===== config.mk =====
export PLATFORM = sky130hd
export DESIGN_NAME = eps_staging
export DESIGN_NICKNAME = d
export VERILOG_FILES = /design/src/design/eps_pkg.sv /design/src/design/eps_page_sender.sv /design/src/design/eps_staging.sv
export SDC_FILE = /design/constraint.sdc
export NUM_CORES = 1
export LEC_CHECK = 0
export ABC_AREA = 1
export BUFFER_PORTS_ARGS = -buffer_cell sky130_fd_sc_hd__buf_2
export CELL_PAD_IN_SITES_DETAIL_PLACEMENT = 0
export CELL_PAD_IN_SITES_GLOBAL_PLACEMENT = 1
export CORE_MARGIN = 3
export CORE_UTILIZATION = 35
export CTS_BUF_LIST = sky130_fd_sc_hd__clkbuf_8
export DETAILED_ROUTE_END_ITERATION = 12
export GPL_ROUTABILITY_DRIVEN = 0
export PLACE_DENSITY = 0.75
export SLEW_MARGIN = 40
export SYNTH_ARGS = -nofsm -noshare
export SYNTH_HDL_FRONTEND = slang
export SYNTH_SLANG_ARGS = --single-unit

===== constraint.sdc =====
create_clock -name clock -period 1.82 [get_ports clock]
set_input_delay 0.091 -clock clock [delete_from_list [all_inputs] [get_ports clock]]
set_output_delay 0.091 -clock clock [all_outputs]
set_load 0.02 [all_outputs]

===== src/design/eps_pkg.sv =====
// constants for the eeprom parameter staging bank: register offsets,
// field positions, reset values and eeprom byte addresses of each page.
// assumes a byte-addressed register port with 32-bit aligned words.
package eps_pkg;
    localparam int ADDR_W = 12;
    // register byte offsets within the register window
    localparam logic [11:0] OFS_SUBSYS = 12'h930;
    localparam logic [11:0] OFS_BUSLAT = 12'h934;
    localparam logic [11:0] OFS_UID_HI = 12'h938;
    localparam logic [11:0] OFS_UID_LO = 12'h93C;
    localparam logic [11:0] OFS_PAGE_CTL = 12'h940;
    localparam logic [11:0] OFS_LAT_TMR = 12'h950;
    localparam logic [11:0] OFS_GENERAL0 = 12'h954;
    localparam logic [11:0] OFS_PHY_EN = 12'h960;
    localparam logic [11:0] OFS_CIS_EVEN = 12'h980;
    localparam logic [11:0] OFS_CIS_ODD = 12'h984;
    localparam int GENERAL_WORDS = 3;
    // field positions
    localparam int SUBSYS_ID_LSB = 16;
    localparam int MAX_LAT_LSB = 24;
    localparam int MIN_GNT_LSB = 16;
    localparam int MAX_REC_LSB = 0;
    localparam int LAT_TMR_LSB = 3;
    localparam int PAGE_SEL_LSB = 4;
    localparam int STROBE_BIT = 0;
    localparam int PHY_PROG_BIT = 9;
    localparam int PHY_ENH_BIT = 8;
    localparam int BUSY_BIT = 31;
    localparam int CIS_IDX_LSB = 8;
    // reset values
    localparam logic [7:0] MAX_LAT_RST = 8'h00;
    localparam logic [7:0] MIN_GNT_RST = 8'h00;
    localparam logic [3:0] MAX_REC_RST = 4'h9;
    localparam logic [4:0] LAT_TMR_RST = 5'h00;
    localparam logic [2:0] PAGE_SEL_RST = 3'h0;
    localparam logic PHY_PROG_RST = 1'b1;
    localparam logic PHY_ENH_RST = 1'b0;
    // page selector codes
    localparam logic [2:0] PG_SUBSYS = 3'h0;
    localparam logic [2:0] PG_UID = 3'h1;
    localparam logic [2:0] PG_LAT_GEN0 = 3'h2;
    localparam logic [2:0] PG_GEN12 = 3'h3;
    localparam logic [2:0] PG_PHY = 3'h4;
    localparam logic [2:0] PG_CIS = 3'h5;
    // eeprom byte addresses of each page and fixed filler bytes
    localparam logic [7:0] EE_SUBSYS = 8'h00;
    localparam logic [7:0] EE_UID = 8'h08;
    localparam logic [7:0] EE_LAT_GEN0 = 8'h10;
    localparam logic [7:0] EE_GEN12 = 8'h18;
    localparam logic [7:0] EE_PHY = 8'h20;
    localparam logic [7:0] EE_CIS = 8'h28;
    localparam logic [7:0] BUSLAT_FIXED_BYTE = 8'h08;
    localparam logic [7:0] PHY_FIXED_BYTE = 8'h07;
    localparam int CIS_IDX_W = 4;
    localparam int PAGE_BYTES = 8;
    localparam int PAGE_BITS = PAGE_BYTES * 8;
    localparam int BYTE_CNT_W = 3;
endpackage


===== src/design/eps_page_sender.sv =====
// page sender: shifts one 8-byte page out as addressed bytes, msb first.
// assumes the eeprom engine takes a byte when valid and ready are both high.
module eps_page_sender
    import eps_pkg::*;
(
    input wire logic clock,
    input wire logic rst_n,
    input wire logic start,
    input wire logic [PAGE_BITS-1:0] page,
    input wire logic [7:0] base_addr,
    output logic busy,
    output logic ee_valid,
    output logic [7:0] ee_addr,
    output logic [7:0] ee_data,
    output logic ee_last,
    input wire logic ee_ready
);
    typedef enum logic [0:0] {EPS_IDLE, EPS_SEND} eps_snd_t;
    eps_snd_t state_r, state_nxt;
    logic [PAGE_BITS-1:0] shift_r, shift_nxt;
    logic [7:0] addr_r, addr_nxt;
    logic [BYTE_CNT_W-1:0] cnt_r, cnt_nxt;

    // next state: load on start, advance one byte per accepted handshake
    always_comb begin
        state_nxt = state_r;
        shift_nxt = shift_r;
        addr_nxt = addr_r;
        cnt_nxt = cnt_r;
        unique case (state_r)
            EPS_IDLE: begin
                if (start) begin
                    state_nxt = EPS_SEND;
                    shift_nxt = page;
                    addr_nxt = base_addr;
                    cnt_nxt = '0;
                end
            end
            EPS_SEND: begin
                if (ee_ready) begin
                    shift_nxt = {shift_r[PAGE_BITS-9:0], 8'h00};
                    addr_nxt = addr_r + 8'h01;
                    cnt_nxt = cnt_r + 3'h1;
                    if (cnt_r == 3'h7) begin
                        state_nxt = EPS_IDLE;
                    end
                end
            end
        endcase
    end

    // registers
    always_ff @(posedge clock) begin
        if (!rst_n) begin
            state_r <= EPS_IDLE;
            shift_r <= '0;
            addr_r <= '0;
            cnt_r <= '0;
        end else begin
            state_r <= state_nxt;
            shift_r <= shift_nxt;
            addr_r <= addr_nxt;
            cnt_r <= cnt_nxt;
        end
    end

    // outputs straight from the registers
    assign busy = (state_r == EPS_SEND);
    assign ee_valid = (state_r == EPS_SEND);
    assign ee_addr = addr_r;
    assign ee_data = shift_r[PAGE_BITS-1 -: 8];
    assign ee_last = (state_r == EPS_SEND) && (cnt_r == 3'h7);
endmodule


===== src/design/eps_staging.sv =====
// staging bank: parameter registers, page write control and the values
// offered to configuration space. assumes a single-cycle register port
// (one write or read per cycle) and an eeprom engine taking addressed bytes.
// card_mode is a device pin and is synchronised here.

module eps_staging
    import eps_pkg::*;
#(
    parameter logic [15:0] SUBSYS_ID_RST = 16'h0001, // arbitrary value
    parameter logic [15:0] SUBSYS_VENDOR_RST = 16'h0001 // arbitrary value
)
(
    input wire logic clock,
    input wire logic rst_n,
    input wire logic [ADDR_W-1:0] reg_addr,
    input wire logic reg_wr,
    input wire logic [31:0] reg_wdata,
    input wire logic reg_rd,
    output logic [31:0] reg_rdata,
    input wire logic card_mode,
    output logic [15:0] cfg_subsys_id,
    output logic [15:0] cfg_subsys_vendor,
    output logic [7:0] cfg_max_latency,
    output logic [7:0] cfg_min_grant,
    output logic [3:0] cfg_max_rec,
    output logic [63:0] cfg_unique_id,
    output logic [4:0] cfg_latency_timer,
    output logic cfg_latency_timer_load,
    output logic [95:0] cfg_general,
    output logic cfg_phy_program_en,
    output logic cfg_phy_enhance_en,
    output logic [63:0] cfg_card_info,
    output logic page_busy,
    output logic ee_valid,
    output logic [7:0] ee_addr,
    output logic [7:0] ee_data,
    output logic ee_last,
    input wire logic ee_ready
);
    logic [15:0] staged_subsystem_id_r, staged_subsystem_id_nxt;
    logic [15:0] staged_subsystem_vendor_r, staged_subsystem_vendor_nxt;
    logic [7:0] staged_max_latency_r, staged_max_latency_nxt;
    logic [7:0] staged_min_grant_r, staged_min_grant_nxt;
    logic [3:0] staged_max_rec_r, staged_max_rec_nxt;
    logic [31:0] staged_unique_id_high_r, staged_unique_id_high_nxt;
    logic [31:0] staged_unique_id_low_r, staged_unique_id_low_nxt;
    logic [4:0] staged_latency_timer_r, staged_latency_timer_nxt;
    logic [31:0] general_r [GENERAL_WORDS];
    logic [31:0] general_nxt [GENERAL_WORDS];
    logic staged_phy_program_en_r, staged_phy_program_en_nxt;
    logic staged_phy_enhance_en_r, staged_phy_enhance_en_nxt;
    logic [31:0] card_info_even_word_r, card_info_even_word_nxt;
    logic [31:0] card_info_odd_word_r, card_info_odd_word_nxt;
    logic [CIS_IDX_W-1:0] cis_idx_r, cis_idx_nxt;
    logic [31:0] rdata_r, rdata_nxt;
    logic mode_meta_r, mode_sync_r;
    logic send_busy;
    logic page_write_strobe;
    logic [2:0] page_sel;
    logic [PAGE_BITS-1:0] page_img;
    logic [7:0] page_base;

    // true when a register write hits the given offset
    function automatic logic hit(input logic [ADDR_W-1:0] a,
                                 input logic [ADDR_W-1:0] ofs);
        return a == ofs;
    endfunction

    // strobe and selector; a strobe while a page is in flight is dropped
    assign page_sel = reg_wdata[PAGE_SEL_LSB +: 3];
    assign page_write_strobe = reg_wr && hit(reg_addr, OFS_PAGE_CTL)
        && reg_wdata[STROBE_BIT] && !send_busy;

    // page image and its eeprom base address, fixed bytes filled in
    always_comb begin
        page_img = '0;
        page_base = EE_SUBSYS;
        unique case (page_sel)
            PG_SUBSYS: begin
                page_base = EE_SUBSYS;
                page_img = {staged_subsystem_id_r, staged_subsystem_vendor_r,
                    staged_max_latency_r, staged_min_grant_r,
                    BUSLAT_FIXED_BYTE, 4'h0, staged_max_rec_r};
            end
            PG_UID: begin
                page_base = EE_UID;
                page_img = {staged_unique_id_high_r, staged_unique_id_low_r};
            end
            PG_LAT_GEN0: begin
                page_base = EE_LAT_GEN0;
                page_img = {24'h000000, staged_latency_timer_r, 3'h0,
                    general_r[0]};
            end
            PG_GEN12: begin
                page_base = EE_GEN12;
                page_img = {general_r[1], general_r[2]};
            end
            PG_PHY: begin
                page_base = EE_PHY;
                page_img = {16'h0000, 6'h00, staged_phy_program_en_r,
                    staged_phy_enhance_en_r, PHY_FIXED_BYTE,
                    32'h00000000};
            end
            PG_CIS: begin
                page_base = EE_CIS + {1'b0, cis_idx_r, 3'h0};
                page_img = {card_info_even_word_r, card_info_odd_word_r};
            end
            default: begin
                page_base = EE_SUBSYS;
                page_img = '0;
            end
        endcase
    end

    // register file next values: written fields update, cis_idx_r steps on a cis page strobe, others hold
    always_comb begin
        staged_subsystem_id_nxt = staged_subsystem_id_r;
        staged_subsystem_vendor_nxt = staged_subsystem_vendor_r;
        staged_max_latency_nxt = staged_max_latency_r;
        staged_min_grant_nxt = staged_min_grant_r;
        staged_max_rec_nxt = staged_max_rec_r;
        staged_unique_id_high_nxt = staged_unique_id_high_r;
        staged_unique_id_low_nxt = staged_unique_id_low_r;
        staged_latency_timer_nxt = staged_latency_timer_r;
        for (int i = 0; i < GENERAL_WORDS; i++) begin
            general_nxt[i] = general_r[i];
        end
        staged_phy_program_en_nxt = staged_phy_program_en_r;
        staged_phy_enhance_en_nxt = staged_phy_enhance_en_r;
        card_info_even_word_nxt = card_info_even_word_r;
        card_info_odd_word_nxt = card_info_odd_word_r;
        cis_idx_nxt = cis_idx_r;
        if (page_write_strobe && page_sel == PG_CIS) begin
            cis_idx_nxt = cis_idx_r + 4'h1; // next cis pair slot
        end
        if (reg_wr) begin
            if (hit(reg_addr, OFS_SUBSYS)) begin
                staged_subsystem_id_nxt =
                    reg_wdata[SUBSYS_ID_LSB +: 16];
                staged_subsystem_vendor_nxt = reg_wdata[15:0];
            end
            if (hit(reg_addr, OFS_BUSLAT)) begin
                staged_max_latency_nxt = reg_wdata[MAX_LAT_LSB +: 8];
                staged_min_grant_nxt = reg_wdata[MIN_GNT_LSB +: 8];
                staged_max_rec_nxt = reg_wdata[MAX_REC_LSB +: 4];
            end
            if (hit(reg_addr, OFS_UID_HI)) begin
                staged_unique_id_high_nxt = reg_wdata;
            end
            if (hit(reg_addr, OFS_UID_LO)) begin
                staged_unique_id_low_nxt = reg_wdata;
            end
            if (hit(reg_addr, OFS_LAT_TMR)) begin
                staged_latency_timer_nxt =
                    reg_wdata[LAT_TMR_LSB +: 5];
            end
            for (int i = 0; i < GENERAL_WORDS; i++) begin
                if (hit(reg_addr, OFS_GENERAL0 + 12'(4 * i))) begin
                    general_nxt[i] = reg_wdata;
                end
            end
            if (hit(reg_addr, OFS_PHY_EN)) begin
                staged_phy_program_en_nxt = reg_wdata[PHY_PROG_BIT];
                staged_phy_enhance_en_nxt = reg_wdata[PHY_ENH_BIT];
            end
            if (hit(reg_addr, OFS_CIS_EVEN)) begin
                card_info_even_word_nxt = reg_wdata;
            end
            if (hit(reg_addr, OFS_CIS_ODD)) begin
                card_info_odd_word_nxt = reg_wdata;
            end
        end
    end

    // read data, one cycle after the read; reserved bits read zero
    always_comb begin
        rdata_nxt = rdata_r;
        if (reg_rd) begin
            rdata_nxt = 32'h00000000;
            unique case (reg_addr)
                OFS_SUBSYS: rdata_nxt = {staged_subsystem_id_r,
                    staged_subsystem_vendor_r};
                OFS_BUSLAT: rdata_nxt = {staged_max_latency_r,
                    staged_min_grant_r, 12'h000, staged_max_rec_r};
                OFS_UID_HI: rdata_nxt = staged_unique_id_high_r;
                OFS_UID_LO: rdata_nxt = staged_unique_id_low_r;
                OFS_PAGE_CTL: rdata_nxt = {send_busy, 19'h00000, cis_idx_r,
                    8'h00};
                OFS_LAT_TMR: rdata_nxt = {24'h000000,
                    staged_latency_timer_r, 3'h0};
                OFS_GENERAL0: rdata_nxt = general_r[0];
                OFS_GENERAL0 + 12'h004: rdata_nxt = general_r[1];
                OFS_GENERAL0 + 12'h008: rdata_nxt = general_r[2];
                OFS_PHY_EN: rdata_nxt = {22'h000000, staged_phy_program_en_r,
                    staged_phy_enhance_en_r, 8'h00};
                OFS_CIS_EVEN: rdata_nxt = card_info_even_word_r;
                OFS_CIS_ODD: rdata_nxt = card_info_odd_word_r;
                default: rdata_nxt = 32'h00000000;
            endcase
        end
    end

    // registers
    always_ff @(posedge clock) begin
        if (!rst_n) begin
            staged_subsystem_id_r <= SUBSYS_ID_RST;
            staged_subsystem_vendor_r <= SUBSYS_VENDOR_RST;
            staged_max_latency_r <= MAX_LAT_RST;
            staged_min_grant_r <= MIN_GNT_RST;
            staged_max_rec_r <= MAX_REC_RST;
            staged_unique_id_high_r <= '0;
            staged_unique_id_low_r <= '0;
            staged_latency_timer_r <= LAT_TMR_RST;
            for (int i = 0; i < GENERAL_WORDS; i++) begin
                general_r[i] <= '0;
            end
            staged_phy_program_en_r <= PHY_PROG_RST;
            staged_phy_enhance_en_r <= PHY_ENH_RST;
            card_info_even_word_r <= '0;
            card_info_odd_word_r <= '0;
            cis_idx_r <= '0;
            rdata_r <= '0;
            mode_meta_r <= 1'b0;
            mode_sync_r <= 1'b0;
        end else begin
            staged_subsystem_id_r <= staged_subsystem_id_nxt;
            staged_subsystem_vendor_r <= staged_subsystem_vendor_nxt;
            staged_max_latency_r <= staged_max_latency_nxt;
            staged_min_grant_r <= staged_min_grant_nxt;
            staged_max_rec_r <= staged_max_rec_nxt;
            staged_unique_id_high_r <= staged_unique_id_high_nxt;
            staged_unique_id_low_r <= staged_unique_id_low_nxt;
            staged_latency_timer_r <= staged_latency_timer_nxt;
            for (int i = 0; i < GENERAL_WORDS; i++) begin
                general_r[i] <= general_nxt[i];
            end
            staged_phy_program_en_r <= staged_phy_program_en_nxt;
            staged_phy_enhance_en_r <= staged_phy_enhance_en_nxt;
            card_info_even_word_r <= card_info_even_word_nxt;
            card_info_odd_word_r <= card_info_odd_word_nxt;
            cis_idx_r <= cis_idx_nxt;
            rdata_r <= rdata_nxt;
            mode_meta_r <= card_mode; // pin synchroniser
            mode_sync_r <= mode_meta_r;
        end
    end

    // page transmitter toward the eeprom engine
    eps_page_sender u_sender (
        .clock(clock),
        .rst_n(rst_n),
        .start(page_write_strobe),
        .page(page_img),
        .base_addr(page_base),
        .busy(send_busy),
        .ee_valid(ee_valid),
        .ee_addr(ee_addr),
        .ee_data(ee_data),
        .ee_last(ee_last),
        .ee_ready(ee_ready)
    );

    // values offered to configuration and host-controller registers
    assign reg_rdata = rdata_r;
    assign page_busy = send_busy;
    assign cfg_subsys_id = staged_subsystem_id_r;
    assign cfg_subsys_vendor = staged_subsystem_vendor_r;
    assign cfg_max_latency = staged_max_latency_r;
    assign cfg_min_grant = staged_min_grant_r;
    assign cfg_max_rec = staged_max_rec_r;
    assign cfg_unique_id = {staged_unique_id_high_r, staged_unique_id_low_r};
    assign cfg_latency_timer = staged_latency_timer_r;
    assign cfg_latency_timer_load = mode_sync_r;
    assign cfg_general = {general_r[0], general_r[1], general_r[2]};
    assign cfg_phy_program_en = staged_phy_program_en_r;
    assign cfg_phy_enhance_en = staged_phy_enhance_en_r;
    assign cfg_card_info = {card_info_even_word_r, card_info_odd_word_r};
endmodule


==> results of run 1 <==
==> cells by family after synthesis <==
family	Yosys count	share of synthesized area [%]
fa+ha+maj	4	0.269
simple gates	796	18.3
buf+inv	513	11.2
flops	397	42.8
compound gates	960	27.5
xor+xnor	2	0.0942
==> Yosys cell counts (all sizes together) <==
library cell / number
o211ai: 5
buf: 92
a32oi: 1
nor2: 200
nand4: 3
clkbuf: 127
ha: 4
a31oi: 29
a21oi: 375
clkinv: 2
xor2: 2
o2111ai: 24
o21ai: 451
inv: 292
o22ai: 48
nand3: 247
nor4: 2
o31ai: 2
dfxtp: 397
nor3: 5
o221ai: 21
nand2: 336
a211oi: 4
or2: 3
==> placed cells by master (no fill, tap or decap), types with 40 or more instances in the layout <==
master / count
a21oi_1: 374
buf_12: 46
clkbuf_8: 92
inv_1: 307
o21ai_0: 435
buf_2: 382
buf_4: 106
nor2_1: 188
nand3_1: 242
nand2_1: 327
dfxtp_1: 395
o22ai_1: 48
dlygate4sd3_1: 40
==> state kept, by name (all words and copies together) (netlist names), 3 cells and up <==
name                     cells
cfg_subsys_vendor           16
reg_rdata                   32
u_sender.ee_addr             8
staged_unique_id_low_r      32
card_info_even_word_r       32
u_sender.cnt_r               3
u_sender.shift_r            64
cfg_latency_timer            5
cis_idx_r                    4
cfg_max_rec                  4
cfg_min_grant                8
general_r                   96
cfg_max_latency              8
cfg_subsys_id               16
staged_unique_id_high_r     32
card_info_odd_word_r        32
==> cell type report <==
type | count | area (um^2) | area share, %
clock inverter | 33 | 209 | 0.867
sequential | 397 | 7950 | 33.0
multi-input combinational | 1762 | 8640 | 35.9
tap | 680 | 851 | 3.53
clock buffer | 91 | 1250 | 5.20
timing repair buffer | 576 | 4070 | 16.9
inverter | 294 | 1110 | 4.61
antenna | 4 | 10.0 | 0.0415
==> repair_timing <==
item                                    in CTS  in global routing
hold endpoints to repair                   325                  0
hold buffers                                40                  0
endpoints found under the setup margin       0                  1
setup buffers                                0                  0
gates resized for setup                      0                  3
==> power breakdown <==
| part | switching, mW | internal [mW] |
|---|---|---|
| Combinational | 0.656 | 0.291 |
| Sequential | 0.00207 | 8.70 |
| Clock | 4.08 | 4.78 |
| Total | 4.74 | 13.8 |
==> critical path, delay by kind of cell, from the launching register on <==
kind                   cells  cell delay (ns)
flip-flops                 1             0.44
buffers and inverters      3             0.44
AND/OR/NAND/NOR            1             0.09
==> worst min path at each step <==
| stage | endpoint | slack (ns) | start | cells past startpoint |
|---|---|---|---|---|
| floorplan | mode_meta_r | 0.19 | card_mode | 2 |
| global placement | mode_meta_r | 0.27 | card_mode | 3 |
| detailed placement | mode_meta_r | 0.29 | card_mode | 3 |
| CTS | cis_idx_r[1] | 0.06 | reg_addr[5] | 6 |
| global route | cis_idx_r[2] | 0.12 | reg_addr[5] | 6 |
| finish | cis_idx_r[1] | 0.10 | reg_addr[5] | 6 |
==> routing by layer <==
layer	vias to the layer above	global-route usage (%)	part of all wire, %
li1	9910	-	-
met1	10100	41.7	42
met2	1254	48.1	45
met3	186	6.24	9.8
met4	8	11.7	3.5
met5	-	0	0.062
==> per-stage QoR <==
step	hold WS [ns]	setup TNS, ns	worst slack, ns	util, %	power, mW
6_report	0.101	0	0.103	46.4	18.5
5_1_grt	0.116	0	0.00875	46.4	19.1
4_1_cts	0.0564	0	0.00445	46.3	18.6
3_5_place_dp	0.290	-5.81	-0.0973	42.7	9.74
3_3_place_gp	0.273	-4.28	-0.0924	42.7	9.73
2_1_floorplan	0.189	0	0.274	-	9.29
==> results by group, run 1 <==
Placed design
  • PortBufs: 384
  • Dpl hpwl: 62.8 mm
  • Cell count after placement: 3668
  • Placement Cell Area: 0.0222 mm^2

Synth
  • Share of the synthesized area in the top cell type: 42.8%
  • Synth top area cells: dfxtp_1 43%, o21ai_0 12%, a21oi_1 10%
  • Register area share after synthesis: 42.8%
  • Mapped Cells: 2672
  • Syn Nets: 2726
  • Library cells used by synthesis: 38
  • Synthesized area: 0.0186 mm^2
  • Ys Warns: 0
  • Synth Area per Inst: 6.96 um^2
  • #FFs+latches synth: 397
  • Post-synth top area cell: dfxtp_1

Global routing
  • Total Routing Usage GR: 30.7%
  • Overflow after GRT: 0
  • Vias in the first global route: 20100
  • First-pass GRT wire length: 131 mm
  • Pin count of the biggest net entering global routing: 101
  • Initial antenna violation count: 7

CTS
  • CTS Buf Count: 73
  • Clock sink count: 397
  • H-tree levels: 3
  • Clock Path Buffers: 3
  • CTS Root Cell: clkbuf_8
  • CTS tree: yes
  • Clk slew on worst S/H paths: 0.06 ns
  • Clock Latency Late Sink: 0.69 ns

STA
  • Fmax: 582 MHz
  • Relative slew slack: 61.3%
  • Min cycle time layout: 1.72 ns
  • RSZ-0062 raised after global routing: false
  • Final setup fails: 0
  • Worst-Margin Slew: 0.575 ns
  • Final hold violations: 0
  • Period utilization: 94.3%
  • Slew Viols, Final: 0
  • Final setup skew: 0.0414 ns

Worst setup path
  • Max stage delay cell, worst path: dfxtp_2
  • Reg-to-reg startpoint: u_sender.busy
  • Reg2Reg Depth: 7
  • Crit path required time: 1.73 ns
  • Worst stage delay on the critical path: 0.44 ns
  • CP Class: flop to output port
  • Crit end category: output port
  • Reg-to-reg endpoint: u_sender.busy
  • Crit. Startpoint: u_sender.busy
  • Arr. time, crit path: 1.63 ns
  • R2R setup slack: 0.14 ns
  • Worst path cell trace: buf_12 -> nand2_1 -> inv_1 -> buf_4
  • Worst-path maximum fanout: 35
  • Critical Path Source Type: flop
  • Critical Path Sink: ee_last

Min path
  • Hold WC Path Type: input port to flop

Cells and area
  • Post-Layout Cell Count: 3837
  • Area growth from synthesis to layout: 29.6%
  • Layout cells sized above 1: 21.5%
  • Fin nets: 3158
  • Cell area after layout: 0.0241 mm^2
  • Fill cell count: 5266

Floorplan
  • Die Height: 236 um
  • Rows: 83
  • Die width: 236 um
  • Die Area: 0.0559 mm^2
  • Core area: 0.0519 mm^2
  • Initial core utilization: 35.8%
  • I/O Pins: 385

Power
  • Max IR drop VDD: 0.500 mV
  • Leakage: 9.90 nW
  • P per Cell Area: 768 mW/mm^2

Drt
  • Via Count: 21500
  • Routed WL: 90.0 mm
  • Post-route ant nets: 0
  • 1st-pass router iterations: 6
  • # DRC: 0
  • Via density: 5.59
  • DRT iter0 DRCs: 2347
  • Wirelength per Cell: 23.5 um

Job
  • Max_cap viols: 0

Outcome
  • Status: completed
(Power assumes the default switching activity.)
==> run 2, diff against run 1 <==
Settings changed: PLACE_DENSITY 0.75 to 0.84.
==> run 2 against run 1 <==
Against the previous run:
- count of clock-buffer cells in the layout shrank 1
- largest power group unchanged
- critical endpoint is now u_sender.shift_r[37]
- non-clock buffer count shrank 2
- flip-flop and latch count is the same
- highest routed layer unchanged
- power shrank 0.40%
- first-iteration DRC count grew 17%
- final area grew 0.33%
==> results by group, run 2 (same netlist as run 1, synthesis figures left out) <==
Outcome
  • Status: completed (unchanged)

Cells and area
  • Regs by FF count: general_r (96), u_sender.shift_r (64) (unchanged)
  • Layout cells sized above 1: 21.5% (about the same)
  • Fin nets: 3154 (was 3158)
  • Max reg flops: 96 (unchanged)
  • Area growth from synthesis to layout: 30.0% (was 29.6%)
  • Leading cell type in the layout, fill and taps excluded: o21ai_0 (unchanged)
  • Biggest register: general_r (unchanged)
  • Cell area after layout: 0.0242 mm^2 (was 0.0241 mm^2)
  • Commonest cells after routing, fill and taps aside: 434 x o21ai_0, 396 x dfxtp_1, 383 x buf_2, 374 x a21oi_1, 326 x nand2_1 (was 435 x o21ai_0, 395 x dfxtp_1, 382 x buf_2, 374 x a21oi_1, 327 x nand2_1)

CTS
  • H-tree levels: 3 (unchanged)
  • CTS tree: yes (unchanged)
  • Setup bufs post-CTS: 0 (unchanged)
  • Clock Latency Late Sink: 0.66 ns (was 0.69 ns)
  • CTS Buf Count: 71 (was 73)
  • Clk slew on worst S/H paths: 0.06 ns (about the same)
  • Clock sink count: 397 (unchanged)
  • Clock Path Buffers: 3 (unchanged)
  • CTS Root Cell: clkbuf_8 (unchanged)

Power
  • Sequential share of power: 47.2% (was 47.0%)
  • Pint: 13.8 mW (about the same)
  • Comb pwr share: 5.4% (was 5.1%)
  • Tot Pwr: 18.4 mW (was 18.5 mW)
  • Switching power total: 4.58 mW (was 4.74 mW)
  • Max IR drop VDD: 0.475 mV (was 0.500 mV)
  • Switching portion of total power: 24.9% (was 25.6%)
  • Leakage: 9.92 nW (was 9.90 nW)
  • Clock network fraction of design power: 47.5% (was 47.9%)
  • P per Cell Area: 762 mW/mm^2 (was 768 mW/mm^2)

Drt
  • Via density: 5.66 (was 5.59)
  • Routed WL: 89.2 mm (was 90.0 mm)
  • Wirelength per Cell: 23.3 um (was 23.5 um)
  • 1st-pass router iterations: 6 (unchanged)
  • Via Count: 21700 (was 21500)
  • # DRC: 0 (unchanged)
  • Post-route ant nets: 0 (unchanged)
  • DRT iter0 DRCs: 2749 (was 2347)

Worst setup path
  • Crit end category: flop (was output port)
  • Reg-to-reg endpoint: u_sender.shift_r[60] (was u_sender.busy)
  • Reg2Reg Depth: 10 (was 7)
  • Worst path cell trace: dlygate4sd3_1 -> buf_2 -> inv_1 -> nand3_1 -> buf_6 -> o221ai_1 -> o21ai_0 -> buf_4 -> a21oi_1 (was buf_12 -> nand2_1 -> inv_1 -> buf_4)
  • CP Class: input port to flop (was flop to output port)
  • Arr. time, crit path: 2.32 ns (was 1.63 ns)
  • Reg-to-reg startpoint: u_sender.busy (unchanged)
  • Worst stage delay on the critical path: 0.52 ns (was 0.44 ns)
  • Max stage delay cell, worst path: dlygate4sd3_1 (was dfxtp_2)
  • Crit. Startpoint: reg_wdata[6] (was u_sender.busy)
  • Critical Path Source Type: input port (was flop)
  • Crit path required time: 2.36 ns (was 1.73 ns)
  • R2R setup slack: 0.19 ns (was 0.14 ns)
  • Worst-path maximum fanout: 22 (was 35)
  • Critical Path Sink: u_sender.shift_r[37] (was ee_last)

STA
  • Final hold violations: 0 (unchanged)
  • Setup TNS: 0 ns (unchanged)
  • Final setup fails: 0 (unchanged)
  • Fmax: 561 MHz (was 582 MHz)
  • Slew Viols, Final: 0 (unchanged)
  • Min cycle time layout: 1.78 ns (was 1.72 ns)
  • Final setup skew: 0.0334 ns (was 0.0414 ns)
  • Worst-Margin Slew: 0.575 ns (about the same)
  • Period utilization: 97.9% (was 94.3%)
  • Hold slack: 0.0754 ns (was 0.101 ns)
  • Relative slew slack: 61.7% (was 61.3%)
  • RSZ-0062 raised after global routing: false (unchanged)

Placed design
  • PortBufs: 384 (unchanged)
  • Placement Cell Area: 0.0223 mm^2 (was 0.0222 mm^2)
  • Dpl hpwl: 63.0 mm (was 62.8 mm)

Global routing
  • Overflow after GRT: 0 (unchanged)
  • Vias in the first global route: 20300 (was 20100)
  • First-pass GRT wire length: 130 mm (was 131 mm)
  • Initial antenna violation count: 8 (was 7)
  • Total Routing Usage GR: 30.4% (was 30.7%)
  • Pin count of the biggest net entering global routing: 63 (was 101)

Floorplan
  • Rows: 83 (unchanged)
  • Die width: 236 um (unchanged)
  • Die Area: 0.0559 mm^2 (unchanged)
  • Core area: 0.0519 mm^2 (unchanged)
  • I/O Pins: 385 (unchanged)
  • Initial core utilization: 35.8% (unchanged)
  • Die Height: 236 um (unchanged)

Job
  • Max_cap viols: 0 (unchanged)

Min path
  • Hold WC Path Type: input port to flop (unchanged)
## run 2: cell count changes in the layout (fill, tap and decap cells not counted), moves of 2 or more
cell / delta
bufbuf_16: +2
dlygate4sd3_1: -3
buf_6: +3
buf_4: -9
inv_1: -4
clkbuf_8: -2
buf_12: +5
clkinvlp_4: -2
## run 2: how the worst min path moves through the flow
stage	start	end	slack (ns)	depth (start not counted)
floorplan	card_mode	mode_meta_r	0.19	2
global placement	card_mode	mode_meta_r	0.28	3
detailed placement	card_mode	mode_meta_r	0.28	3
CTS	reg_addr[4]	cfg_phy_enhance_en	0.01	6
global route	reg_addr[4]	cfg_phy_enhance_en	0.08	6
finish	reg_addr[4]	cfg_phy_enhance_en	0.08	6
## run 2: layout make-up
type                            count  area (um^2)
Antenna cell                        5         12.5
Clock buffer                       90         1240
Clock inverter                     26          191
Fill cell                        5245        27800
Inverter                          294         1110
Multi-Input combinational cell   1762         8650
Sequential cell                   397         7950
Tap cell                          680          851
Timing Repair Buffer              574         4160
## run 2: timing repair
| item | in CTS | in global routing |
|---|---|---|
| hold buffers | 37 | 0 |
| cloned | 2 | 0 |
| gates resized for setup | 1 | 7 |
| endpoints found under the setup margin | 1 | 7 |
| endpoints found under the hold margin | 315 | 0 |
| pin swaps | 0 | 0 |
## run 2: critical path, delay by kind of cell
family	cells	cell delay, ns
AOI/OAI and AO/OA	3	0.64
and+or+nand+nor	1	0.24
buffers and inverters	5	1.34
## run 2: power by group through the flow
stage / logic, mW / registers (mW) / clock network [mW]
after floorplan: 0.404 / 8.89 / 0
after global placement: 0.871 / 8.89 / 0
after detailed placement: 0.883 / 8.89 / 0
after CTS: 0.948 / 8.70 / 8.83
after global routing: 1.04 / 8.69 / 9.23
final: 0.986 / 8.70 / 8.74
## run 2: routing by layer
layer	wire [um]	vias up	track usage, %
met5	40	-	0
met1	35300	10000	39.6
li1	-	9892	-
met4	4430	6	15.0
met2	38900	1489	46.7
met3	10500	261	7.90
## run 2: stage by stage
step,setup WS (ns),cells,utilization (%)
floorplan,0.274,2672,-
global placement,-0.125,3668,42.9
detailed placement,-0.139,3668,42.9
CTS,0.0367,3823,46.5
global route,0.0162,3827,46.5
finish,0.0375,3828,46.5
